**src/design/gls_defs.vh**
```
// constants and register map of the gated latching scaler control
//
// Behaviour
// - count-enable is the window for all 32 channels, ignored outside Armed mode
// - each channel counter is 12 bits, plain binary from zero
// - by default a counter saturates at all ones, meaning 4095 or more
// - overflow setting makes counters roll to zero at pulse 4096; shown in status
// - attached memory is 1 to 32 modules of 12-bit words, module count in status; code gives it only at GLS_OFF_MEMMOD, not in status
// - depth per channel is total memory shared among active channels
// - standby at reset, clear or command; counts ignored, readback refused Q=0
// - in Armed mode channels count only while the window is active
// - samples stored channel-interleaved, channel 1 first, then later samples
// - only in Armed mode a 20-bit counter counts window events, readable
// - event counter held clear in Standby and cleared by arm command
// - event counter advances on the low-to-high edge of count-enable
// - at memory end set full, ignore inputs, never wrap, stop event counter
// - memory not a multiple of channels leaves a partial final sample set
// - readback attempted while Armed is refused with Q=0
// - readback starts at given address, then advances by increment 1 to 256
// - reading past memory end returns Q=0; end is 32K words per module
// - readback ignores count inputs and reads at full transfer rate
// - standby command always accepted, clears event counter and full, Q=1 X=1
// - arm command always accepted, clears event counter and full, Q=1 X=1
// - readback command always accepted with Q=1 X=1; n=0 gives increment 1
// - n 1 to 8 gives n times active channels; n 9 to 15 acts as n=1
// - start address on write bits 1 to 20, lsb first, upper lines zero
// - data read returns word then advances; outside readback or past end zeros, Q=0
// - status gives mode 00/01/10 on bits 2:1, overflow on bit 3, full on bit 4
`ifndef GLS_DEFS_VH
`define GLS_DEFS_VH

`define GLS_OFF_STANDBY 8'h00
`define GLS_OFF_ARM 8'h04
`define GLS_OFF_READBACK 8'h08
`define GLS_OFF_RBDATA 8'h0c
`define GLS_OFF_STATUS 8'h10
`define GLS_OFF_CECNT 8'h14
`define GLS_OFF_MEMMOD 8'h18
`define GLS_OFF_ACTCH 8'h1c
`define GLS_OFF_ID 8'h20
`define GLS_OFF_REPLY 8'h24

`define GLS_MODE_STANDBY 2'b00
`define GLS_MODE_ARMED 2'b01
`define GLS_MODE_READBACK 2'b10

`define GLS_Q_BIT 24
`define GLS_X_BIT 25
`define GLS_N_LSB 24
`define GLS_N_W 4
`define GLS_START_W 20
`define GLS_MODULE_SHIFT 15
`define GLS_N_MAX 4'h8
`define GLS_N_ONE 4'h1
`define GLS_N_ZERO 4'h0

// arbitrary identification value
`define GLS_ID_VALUE 24'h00a5c3

`endif

```
**src/design/gls_scaler_ctrl.v**
```verilog
// gated latching scaler control with ahb-lite register slave
`include "gls_defs.vh"

module gls_scaler_ctrl #(
  parameter NCH = 32,
  parameter CW = 12,
  parameter EW = 20,
  parameter AW = 20
) (
  input wire sys_clk,
  input wire sys_rst,
  input wire hsel,
  input wire [31:0] haddr,
  input wire [1:0] htrans,
  input wire hwrite,
  input wire [2:0] hsize,
  input wire [31:0] hwdata,
  input wire hready,
  output wire hreadyout,
  output reg [31:0] hrdata,
  output wire hresp,
  input wire [NCH-1:0] cntIn,
  input wire ceN,
  input wire ovfEnable,
  input wire [5:0] memModules,
  input wire [5:0] activeChannels,
  output reg [AW-1:0] memAddr,
  output reg [CW-1:0] memWrData,
  output reg memWr,
  output reg memRd,
  input wire [CW-1:0] memRdData
);

  localparam S_IDLE = 3'd0;
  localparam S_RD1 = 3'd1;
  localparam S_MEM = 3'd2;
  localparam S_MEM2 = 3'd3;
  localparam S_DONE = 3'd4;

  reg [1:0] mode_reg;
  reg full_reg;
  reg [EW-1:0] ceCount_reg;
  reg ceNPrev_reg;
  reg [NCH-1:0] cntInPrev_reg;
  reg [AW:0] wrPtr_reg;
  reg dumping_reg;
  reg [5:0] dumpIdx_reg;
  reg [AW:0] rbAddr_reg;
  reg [`GLS_N_W-1:0] incSel_reg;
  reg [1:0] reply_reg;
  reg [2:0] state_reg;
  reg wPend_reg;
  reg [7:0] dAddr_reg;
  reg dHigh_reg;

  wire accept;
  wire ceRise;
  wire armedLive;
  wire countGate;
  wire snapNow;
  wire clearCnt;
  wire [AW:0] memEnd;
  wire rbValid;
  wire [9:0] nTimesCh;
  wire [8:0] increment;
  wire [NCH*CW-1:0] cntBus;
  wire [NCH*CW-1:0] snapBus;
  wire [CW-1:0] snapWord;
  wire cmdStandby;
  wire cmdArm;
  wire cmdReadback;
  wire wUnmapped;
  reg [31:0] rdValue;

  assign accept = hsel && hready && htrans[1];
  assign hreadyout = (state_reg == S_IDLE) || (state_reg == S_DONE);
  assign hresp = 1'b0;

  // window edge, live only while armed and memory not full
  assign ceRise = ceN && !ceNPrev_reg;
  assign armedLive = (mode_reg == `GLS_MODE_ARMED) && !full_reg;
  assign countGate = armedLive && !ceN;
  assign snapNow = armedLive && ceRise;

  // 32K words per installed module
  assign memEnd = {memModules[AW-`GLS_MODULE_SHIFT:0], {`GLS_MODULE_SHIFT{1'b0}}};

  // data-phase write decode
  assign wUnmapped = dHigh_reg;
  assign cmdStandby = wPend_reg && !wUnmapped && (dAddr_reg == `GLS_OFF_STANDBY);
  assign cmdArm = wPend_reg && !wUnmapped && (dAddr_reg == `GLS_OFF_ARM);
  assign cmdReadback = wPend_reg && !wUnmapped && (dAddr_reg == `GLS_OFF_READBACK);
  assign clearCnt = snapNow || cmdArm;

  // channel counters and snapshot latches
  genvar gi;
  generate
    for (gi = 0; gi < NCH; gi = gi + 1) begin : gChan
      reg [CW-1:0] cnt_reg;
      reg [CW-1:0] snap_reg;
      always @(posedge sys_clk) begin
        if (sys_rst) begin
          cnt_reg <= {CW{1'b0}};
          snap_reg <= {CW{1'b0}};
        end else begin
          if (snapNow) begin
            snap_reg <= cnt_reg;
          end
          if (clearCnt) begin
            cnt_reg <= {CW{1'b0}};
          end else if (countGate && cntIn[gi] && !cntInPrev_reg[gi]) begin
            if (cnt_reg != {CW{1'b1}} || ovfEnable) begin
              cnt_reg <= cnt_reg + {{(CW-1){1'b0}}, 1'b1};
            end
          end
        end
      end
      assign cntBus[gi*CW +: CW] = cnt_reg;
      assign snapBus[gi*CW +: CW] = snap_reg;
    end
  endgenerate

  assign snapWord = snapBus[dumpIdx_reg[4:0]*CW +: CW];

  // readback increment from subaddress n
  assign nTimesCh = incSel_reg * activeChannels;
  assign increment = (incSel_reg == `GLS_N_ZERO) ? 9'h001 :
    (incSel_reg <= `GLS_N_MAX) ? nTimesCh[8:0] : {3'b000, activeChannels};
  assign rbValid = (mode_reg == `GLS_MODE_READBACK) && (rbAddr_reg < memEnd);

  // register read mux, answers carry q and x on bits 24 and 25
  always @* begin
    rdValue = 32'h0000_0000;
    if (dHigh_reg) begin
      rdValue = 32'h0000_0000;
    end else if (dAddr_reg == `GLS_OFF_STATUS) begin
      rdValue = {6'h00, 2'b11, 20'h00000, full_reg, ovfEnable, mode_reg};
    end else if (dAddr_reg == `GLS_OFF_CECNT) begin
      rdValue = {6'h00, 2'b11, 4'h0, ceCount_reg};
    end else if (dAddr_reg == `GLS_OFF_MEMMOD) begin
      rdValue = {6'h00, 2'b11, 18'h00000, memModules};
    end else if (dAddr_reg == `GLS_OFF_ACTCH) begin
      rdValue = {6'h00, 2'b11, 18'h00000, activeChannels};
    end else if (dAddr_reg == `GLS_OFF_ID) begin
      rdValue = {6'h00, 2'b11, `GLS_ID_VALUE};
    end else if (dAddr_reg == `GLS_OFF_REPLY) begin
      rdValue = {6'h00, reply_reg, 24'h000000};
    end else if (dAddr_reg == `GLS_OFF_RBDATA) begin
      rdValue = {6'h00, 2'b10, 24'h000000};
    end
  end

  // ahb-lite slave sequencing
  always @(posedge sys_clk) begin
    if (sys_rst) begin
      state_reg <= S_IDLE;
      wPend_reg <= 1'b0;
      dAddr_reg <= 8'h00;
      dHigh_reg <= 1'b0;
      hrdata <= 32'h0000_0000;
    end else begin
      case (state_reg)
        S_IDLE, S_DONE: begin
          wPend_reg <= 1'b0;
          state_reg <= S_IDLE;
          if (accept) begin
            dAddr_reg <= haddr[7:0];
            dHigh_reg <= |haddr[31:8];
            if (hwrite) begin
              wPend_reg <= 1'b1;
            end else begin
              state_reg <= S_RD1;
            end
          end
        end
        S_RD1: begin
          if (!dHigh_reg && dAddr_reg == `GLS_OFF_RBDATA && rbValid) begin
            state_reg <= S_MEM;
          end else begin
            hrdata <= rdValue;
            state_reg <= S_DONE;
          end
        end
        S_MEM: begin
          state_reg <= S_MEM2;
        end
        S_MEM2: begin
          hrdata <= {6'h00, 2'b11, 12'h000, memRdData};
          state_reg <= S_DONE;
        end
        default: begin
          state_reg <= S_IDLE;
        end
      endcase
    end
  end

  // mode, event counter, memory writer and readback address
  always @(posedge sys_clk) begin
    if (sys_rst) begin
      mode_reg <= `GLS_MODE_STANDBY;
      full_reg <= 1'b0;
      ceCount_reg <= {EW{1'b0}};
      ceNPrev_reg <= 1'b1;
      cntInPrev_reg <= {NCH{1'b0}};
      wrPtr_reg <= {(AW+1){1'b0}};
      dumping_reg <= 1'b0;
      dumpIdx_reg <= 6'h00;
      rbAddr_reg <= {(AW+1){1'b0}};
      incSel_reg <= `GLS_N_ZERO;
      reply_reg <= 2'b00;
      memAddr <= {AW{1'b0}};
      memWrData <= {CW{1'b0}};
      memWr <= 1'b0;
      memRd <= 1'b0;
    end else begin
      ceNPrev_reg <= ceN;
      cntInPrev_reg <= cntIn;
      memWr <= 1'b0;
      memRd <= 1'b0;

      // count-enable events while armed and not full
      if (snapNow) begin
        ceCount_reg <= ceCount_reg + {{(EW-1){1'b0}}, 1'b1};
        dumping_reg <= 1'b1;
        dumpIdx_reg <= 6'h00;
      end

      // interleaved write of the latched sample set
      if (dumping_reg && mode_reg == `GLS_MODE_ARMED) begin
        if (wrPtr_reg >= memEnd) begin
          full_reg <= 1'b1;
          dumping_reg <= 1'b0;
        end else begin
          memWr <= 1'b1;
          memAddr <= wrPtr_reg[AW-1:0];
          memWrData <= snapWord;
          wrPtr_reg <= wrPtr_reg + {{AW{1'b0}}, 1'b1};
          dumpIdx_reg <= dumpIdx_reg + 6'h01;
          if (wrPtr_reg + {{AW{1'b0}}, 1'b1} >= memEnd) begin
            full_reg <= 1'b1;
            dumping_reg <= 1'b0;
          end
          if (dumpIdx_reg + 6'h01 >= activeChannels) begin
            dumping_reg <= 1'b0;
          end
        end
      end else if (dumping_reg) begin
        dumping_reg <= 1'b0;
      end

      // readback word fetch and address advance
      if (state_reg == S_RD1 && !dHigh_reg && dAddr_reg == `GLS_OFF_RBDATA && rbValid) begin
        memRd <= 1'b1;
        memAddr <= rbAddr_reg[AW-1:0];
        rbAddr_reg <= rbAddr_reg + {{(AW-8){1'b0}}, increment};
      end

      // held clear in standby
      if (mode_reg == `GLS_MODE_STANDBY) begin
        ceCount_reg <= {EW{1'b0}};
      end

      // mode commands, accepted at any time
      if (wPend_reg) begin
        reply_reg <= 2'b00;
      end
      if (cmdStandby) begin
        mode_reg <= `GLS_MODE_STANDBY;
        ceCount_reg <= {EW{1'b0}};
        full_reg <= 1'b0;
        dumping_reg <= 1'b0;
        reply_reg <= 2'b11;
      end else if (cmdArm) begin
        mode_reg <= `GLS_MODE_ARMED;
        ceCount_reg <= {EW{1'b0}};
        full_reg <= 1'b0;
        wrPtr_reg <= {(AW+1){1'b0}};
        dumping_reg <= 1'b0;
        reply_reg <= 2'b11;
      end else if (cmdReadback) begin
        mode_reg <= `GLS_MODE_READBACK;
        rbAddr_reg <= {1'b0, hwdata[`GLS_START_W-1:0]};
        incSel_reg <= hwdata[`GLS_N_LSB +: `GLS_N_W];
        dumping_reg <= 1'b0;
        reply_reg <= 2'b11;
      end
    end
  end

endmodule // gls_scaler_ctrl

```
**config.mk**
```make
export PLATFORM = sky130hd
export DESIGN_NAME = gls_scaler_ctrl
export DESIGN_NICKNAME = d
export VERILOG_FILES = /design/src/design/gls_scaler_ctrl.v
export VERILOG_INCLUDE_DIRS = /design/src /design/src/design
export SDC_FILE = /design/constraint.sdc
export NUM_CORES = 2
export LEC_CHECK = 0
export ABC_AREA = 0
export BUFFER_PORTS_ARGS = -buffer_cell sky130_fd_sc_hd__buf_2
export CAP_MARGIN = 25
export CELL_PAD_IN_SITES_DETAIL_PLACEMENT = 0
export CELL_PAD_IN_SITES_GLOBAL_PLACEMENT = 1
export CORE_MARGIN = 2
export CORE_UTILIZATION = 48
export CTS_CLUSTER_SIZE = 16
export DETAILED_ROUTE_END_ITERATION = 7
export GPL_TIMING_DRIVEN = 0
export PLACE_DENSITY_LB_ADDON = 0.15
export SYNTH_ARGS = -nofsm -noshare
export SYNTH_HDL_FRONTEND = slang
export SYNTH_SLANG_ARGS = --single-unit
export TNS_END_PERCENT = 5
```
**constraint.sdc**
```tcl
create_clock -name sys_clk -period 7.5 [get_ports sys_clk]
set_input_delay 0.375 -clock sys_clk [delete_from_list [all_inputs] [get_ports sys_clk]]
set_output_delay 0.375 -clock sys_clk [all_outputs]
set_load 0.03 [all_outputs]
```
# == Yosys cells after proc, flatten, opt, wreduce, memory -nomap -nowiden ==
# Cells that the tools add are included.
# op_classes
addsub,36
mul,2
magnitude_cmp,5
eq_ne,49
n_shift,1
muxes,48
bitwise_logic,4
reduce_logical,206
# op_table
cell,count
$add 12x1->12 const B,32
$ne 12x12->1 const B,32
$shiftx 384x10->12,1
$mux 26,8
$mux 21,8
$logic_and 1x1->1,81
$reduce_and 2->1,37
$pmux 32 s2,1
$mux 20,3
$ge 21x21->1,2
$logic_not 1->1,36
$logic_or 1x1->1,34
$eq 8x5->1 const B,4
$mux 32,1
$reduce_or 24->1,1
$add 21x1->21 const B,1
$add 21x9->21,1
$lt 21x21->1,1
$add 20x1->20 const B,1
$mux 6,3
$mux 9,2
$eq 8x4->1 const B,2
$eq 8x6->1 const B,2
$mux 1,16
27 further kinds,41
# word_totals
regBits,958
out_inout_bits,68
elab_cells,436

# == Depth between registers and ports, before layout ==
# logic_depth
word_depth,11
depth_mapped,22
mapped_depth_nobuf,19

# == Worst setup path after synthesis ==
# Ideal clock, no wire load.
# synth_path
path_kind,register -> register
startpoint,reg incSel_reg[3]
endpoint,reg rbAddr_reg[16]
setup_time_ns,0.091
arrival_ns,5.152
required_time_ns,7.409
path_slack_ns,2.257
stages_incl_launch_ff,23
path_buffers,3
synth_period_minus_slack_ns,5.243
cell_sequence,dfxtp_1 clkbuf_1 clkbuf_1 nand2_1 fa_1 inv_1 fa_1 inv_1 fa_1 nor2b_1 o21a_1 o21ai_0 a211oi_1 xnor2_1 o22ai_1 ha_1 clkbuf_1 o21a_1 o21a_1 o311ai_1 and2_1 or4_1 a311oi_1
# synth_via
elab_chain_cells,8
elab_cells_between_ends,10
# synth_lines
item,line,text
start: declaration,gls_scaler_ctrl.v:49,reg [`GLS_N_W-1:0] incSel_reg;
start signal: assignment,gls_scaler_ctrl.v:210,incSel_reg <= `GLS_N_ZERO;
start signal: assignment,gls_scaler_ctrl.v:284,incSel_reg <= hwdata[`GLS_N_LSB +: `GLS_N_W];
$mul 4x6->9 / $le 4x4->1 (equally long branches),--,
$mux 9,gls_scaler_ctrl.v:128,"(incSel_reg <= `GLS_N_MAX) ? nTimesCh[8:0] : {3'b000, activeChannels};"
$mux 9 *,gls_scaler_ctrl.v:127,assign increment = (incSel_reg == `GLS_N_ZERO) ? 9'h001 :
$add 21x9->21 *,gls_scaler_ctrl.v:256,"rbAddr_reg <= rbAddr_reg + {{(AW-8){1'b0}}, increment};"
$mux 21 *,gls_scaler_ctrl.v:253,if (state_reg == S_RD1 && !dHigh_reg && dAddr_reg == `GLS_OFF_RBDATA && rbValid) begin
$mux 21,gls_scaler_ctrl.v:281,end else if (cmdReadback) begin
$mux 21,gls_scaler_ctrl.v:274,end else if (cmdArm) begin
$mux 21 *,gls_scaler_ctrl.v:268,if (cmdStandby) begin
end signal: assignment,gls_scaler_ctrl.v:209,rbAddr_reg <= {(AW+1){1'b0}};
end signal: assignment,gls_scaler_ctrl.v:256,
end signal: assignment,gls_scaler_ctrl.v:283,"rbAddr_reg <= {1'b0, hwdata[`GLS_START_W-1:0]};"
end: declaration,gls_scaler_ctrl.v:48,reg [AW:0] rbAddr_reg;
# Mark *: on every way between the ends. The rest lies on a longest branch, timed or not.
# A chain may end at the register's enable or synchronous reset.

# == Worst setup path after layout ==
# Same ends and word-level chain as after synthesis.

==> summary.md <==
| Metric | Value |
|---|---|
| Outcome | `completed` |
| Final Total Pwr | `10.7 mW` |
| GR Util met2 | `44.4%` |
| Resize count post-CTS | `0` |
| Vias | `36200` |
| Fin. Hold Viols | `0` |
| Main synth FF type | `dfxtp_1` |
| Layout cells sized above 1 | `12.7%` |
| CTS H-tree lvls | `3` |
| Power Density | `213 mW/mm²` |
| Max IR drop VDD | `189 µV` |
| Nets | `5506` |
| WP buf/inv | `5` |
| Synthesized area | `0.0434 mm²` |
| Grt ovf | `0` |
| DRT iter0 DRCs | `2786` |
| Antenna viol nets, final | `0` |
| Most common cell after layout, fill and taps aside | `nand2_1` |
| Total GRT Usage | `27.4%` |
| Syn Inst Count | `4929` |
| DP Area | `0.0459 mm²` |
| RSZ-0062 raised after global routing | `false` |
| Max Clock Skew | `0.0237 ns` |
| Core area | `0.0899 mm²` |
| Drt via density | `5.54` |
| Yosys top cell area share | `43.7%` |
| Design area | `0.0500 mm²` |
| Avg WL per Cell | `19.8 µm` |
| Max incr delay on CP | `0.55 ns` |
| Placement row count | `110` |
| Area delta synth->final | `15.2%` |
| Post-route insts no fill | `6546` |
| DIE AREA | `0.0929 mm²` |
| FFs w/ async S/R, synth | `0%` |
| Worst-path clk slew | `0.06 ns` |
| WS Path Type | `reg2reg` |
| Synth unique cells | `81` |
| Setup Buffers After CTS | `0` |
| Initial core utilization | `48.3%` |
| Final wirelength | `129 mm` |
| CTS tree | `yes` |
| Fin crit share | `82.4%` |
| Global-route wire length before repair | `200 mm` |
| Hold crit path type | `in2reg` |
| Worst reg2reg path depth | `22` |
| Synthesized flop and latch total | `947` |
| DRT Pass-1 Iters | `5` |
| Core Util, Final | `55.7%` |
| Critical path cell sequence | `clkbuf_1 -> clkbuf_1 -> nand2_1 -> fa_1 -> inv_1 -> fa_1 -> inv_1 -> fa_1 -> nor2b_1 -> o21a_1 -> o21ai_0 -> a211oi_1 -> xnor2_1 -> o22ai_1 -> ha_1 -> clkbuf_1 -> o21a_1 -> o21a_1 -> o311ai_1 -> and2_1 -> or4_1 -> a311oi_1` |
| Root buf cell | `clkbuf_16` |
| Synth warn | `0` |
| Met1 usage | `38.0%` |
| TNS Setup | `0 ns` |
| TritonCTS Buffers | `102` |
| Placed instance count | `6295` |
| Initial antenna violation count | `5` |
| Worst r2r dst | `rbAddr_reg[16]$_SDFF_PP0_` |
| Critical Path Fanout Max | `10` |
| Met3 global-route usage | `3.94%` |
| Max Fclk | `162 MHz` |
| Most frequent cells in the layout | `nand2_1 (956), dfxtp_1 (947), nor2_1 (499), a21oi_1 (476), xnor2_1 (279)` |
| Flop2flop setup slack | `1.32 ns` |
| Seq/Total Area, Yosys | `43.7%` |
| Worst hold endpoint | `rbAddr_reg[13]$_SDFF_PP0_` |
| Area contributors post-synth | `dfxtp_1 (44%), nand2_1 (8.3%), mux4_2 (6.2%)` |
| Worst path required time | `8.06 ns` |
| Busiest metal layer after global routing | `met2` |
| Vias in the first global route | `34300` |
| Die width | `305 µm` |
| Max Slew Vio Count | `0` |
| Slowest-stage cell, CP | `fa_1` |
| Synth area leader | `dfxtp_1` |
| R2r startpoint | `incSel_reg[3]$_SDFFE_PP0P_` |
| MaxCap Viol Count | `0` |
| Post-synth EDFFs | `0` |
| Leak | `17.0 nW` |
| Die Span Y | `305 µm` |
| Rel. slew slack | `23.4%` |
| # port buffers | `176` |
| Hold path start | `hwdata[13]` |
| Maximum clock path buffer count | `3` |
| Largest net degree at the start of global routing | `14` |
| Top delay family on crit path | `adder cells` |
| Final setup violation count | `0` |
| Clock sink total | `947` |
| WHS Path Cells | `3` |
| Syn_area_per_cell | `8.81 µm²` |
| Placer Congestion | `0.932` |
| Clock latency on the worst-skew pair | `0.67 ns` |
| Post-DP HPWL | `96.9 mm` |
| Io pins | `200` |
| Period minus WS final | `6.18 ns` |
| Worst slew pin tran | `1.15 ns` |
| Worst Path Arrival | `6.75 ns` |
| Setup crit end kind | `register` |
| DRC | `0` |
| CP startpoint kind | `register` |
## stage by stage
stage,worst slack [ns],hold slack (ns)
2_1_floorplan,2.26,0.433
3_3_place_gp,1.40,0.439
3_5_place_dp,1.35,0.445
4_1_cts,1.32,0.00330
5_1_grt,0.771,0.0166
6_report,1.32,0.0441
## routing by layer
metal	wire length, µm	part of all wire, %	up-vias
met2	59400	46	885
met4	3710	2.9	2
li1	-	-	17700
met1	59100	46	17400
met5	13	0.010	-
met3	7080	5.5	216
## timing repair
item	4_1_cts	5_1_grt
hold buffers	59	0
setup endpoints to repair	0	0
hold endpoints to repair	60	0
## where the power goes
group	leakage [nW]	internal [mW]	switching (mW)	total, mW
Sequential	7.63	5.04	0.00734	5.05
Combinational	7.58	0.0967	0.206	0.302
Clock	1.75	3.20	2.11	5.31
Total	17.0	8.34	2.33	10.7
## cell type report
class / instances / area, µm²
flip-flops and latches: 947 / 19000
well taps: 1176 / 1470
diodes: 3 / 7.51
repair buffers: 242 / 1570
plain buffers: 296 / 1280
clock inverters: 35 / 504
inverters: 72 / 270
fillers: 8501 / 39800
clock buffers: 151 / 3030
multi-input cells: 3624 / 23000
## synth_stat cells, types with 77 or more instances
library cell	n
xor2_1	122
nand4_1	115
nand2_1	956
clkbuf_1	184
xnor2_1	279
buf_2	77
dfxtp_1	947
nand3_1	149
ha_1	80
mux4_2	120
nor2_1	499
a21oi_1	476
## worst reg2reg max path: stages, from the launching register on
cell and delay [ns]:
dfxtp_1 0.33, clkbuf_1 0.36, clkbuf_1 0.42, nand2_1 0.14
fa_1 0.55, inv_1 0.05, fa_1 0.55, inv_1 0.06
fa_1 0.46, nor2b_1 0.13, o21a_1 0.17, o21ai_0 0.11
a211oi_1 0.38, xnor2_1 0.17, o22ai_1 0.13, ha_1 0.30
clkbuf_1 0.27, o21a_1 0.17, o21a_1 0.13, o311ai_1 0.18
and2_1 0.28, or4_1 0.42, a311oi_1 0.31
## how the worst max path moves through the flow
stage / startpoint / end / cells past startpoint
2_1_floorplan: incSel_reg[3]$_SDFFE_PP0P_ / rbAddr_reg[16]$_SDFF_PP0_ / 22
3_3_place_gp: incSel_reg[3]$_SDFFE_PP0P_ / rbAddr_reg[18]$_SDFF_PP0_ / 22
3_5_place_dp: incSel_reg[3]$_SDFFE_PP0P_ / rbAddr_reg[18]$_SDFF_PP0_ / 22
4_1_cts: incSel_reg[3]$_SDFFE_PP0P_ / rbAddr_reg[18]$_SDFF_PP0_ / 22
5_1_grt: incSel_reg[3]$_SDFFE_PP0P_ / rbAddr_reg[16]$_SDFF_PP0_ / 22
6_report: incSel_reg[3]$_SDFFE_PP0P_ / rbAddr_reg[16]$_SDFF_PP0_ / 22
## logic make-up after synthesis
family / after synthesis / synth area share, %
buffers and inverters: 368 / 3.56
multiplexers: 191 / 7.87
AND/OR/NAND/NOR: 2241 / 24.9
flip-flops: 947 / 43.7
AO/OA/AOI/OAI: 691 / 9.23
adder cells (fa/ha/maj): 89 / 2.72
XOR/XNOR: 401 / 8.09
other: 1 / 0.00864
No activity file was read; power rests on OpenSTA's default activity.
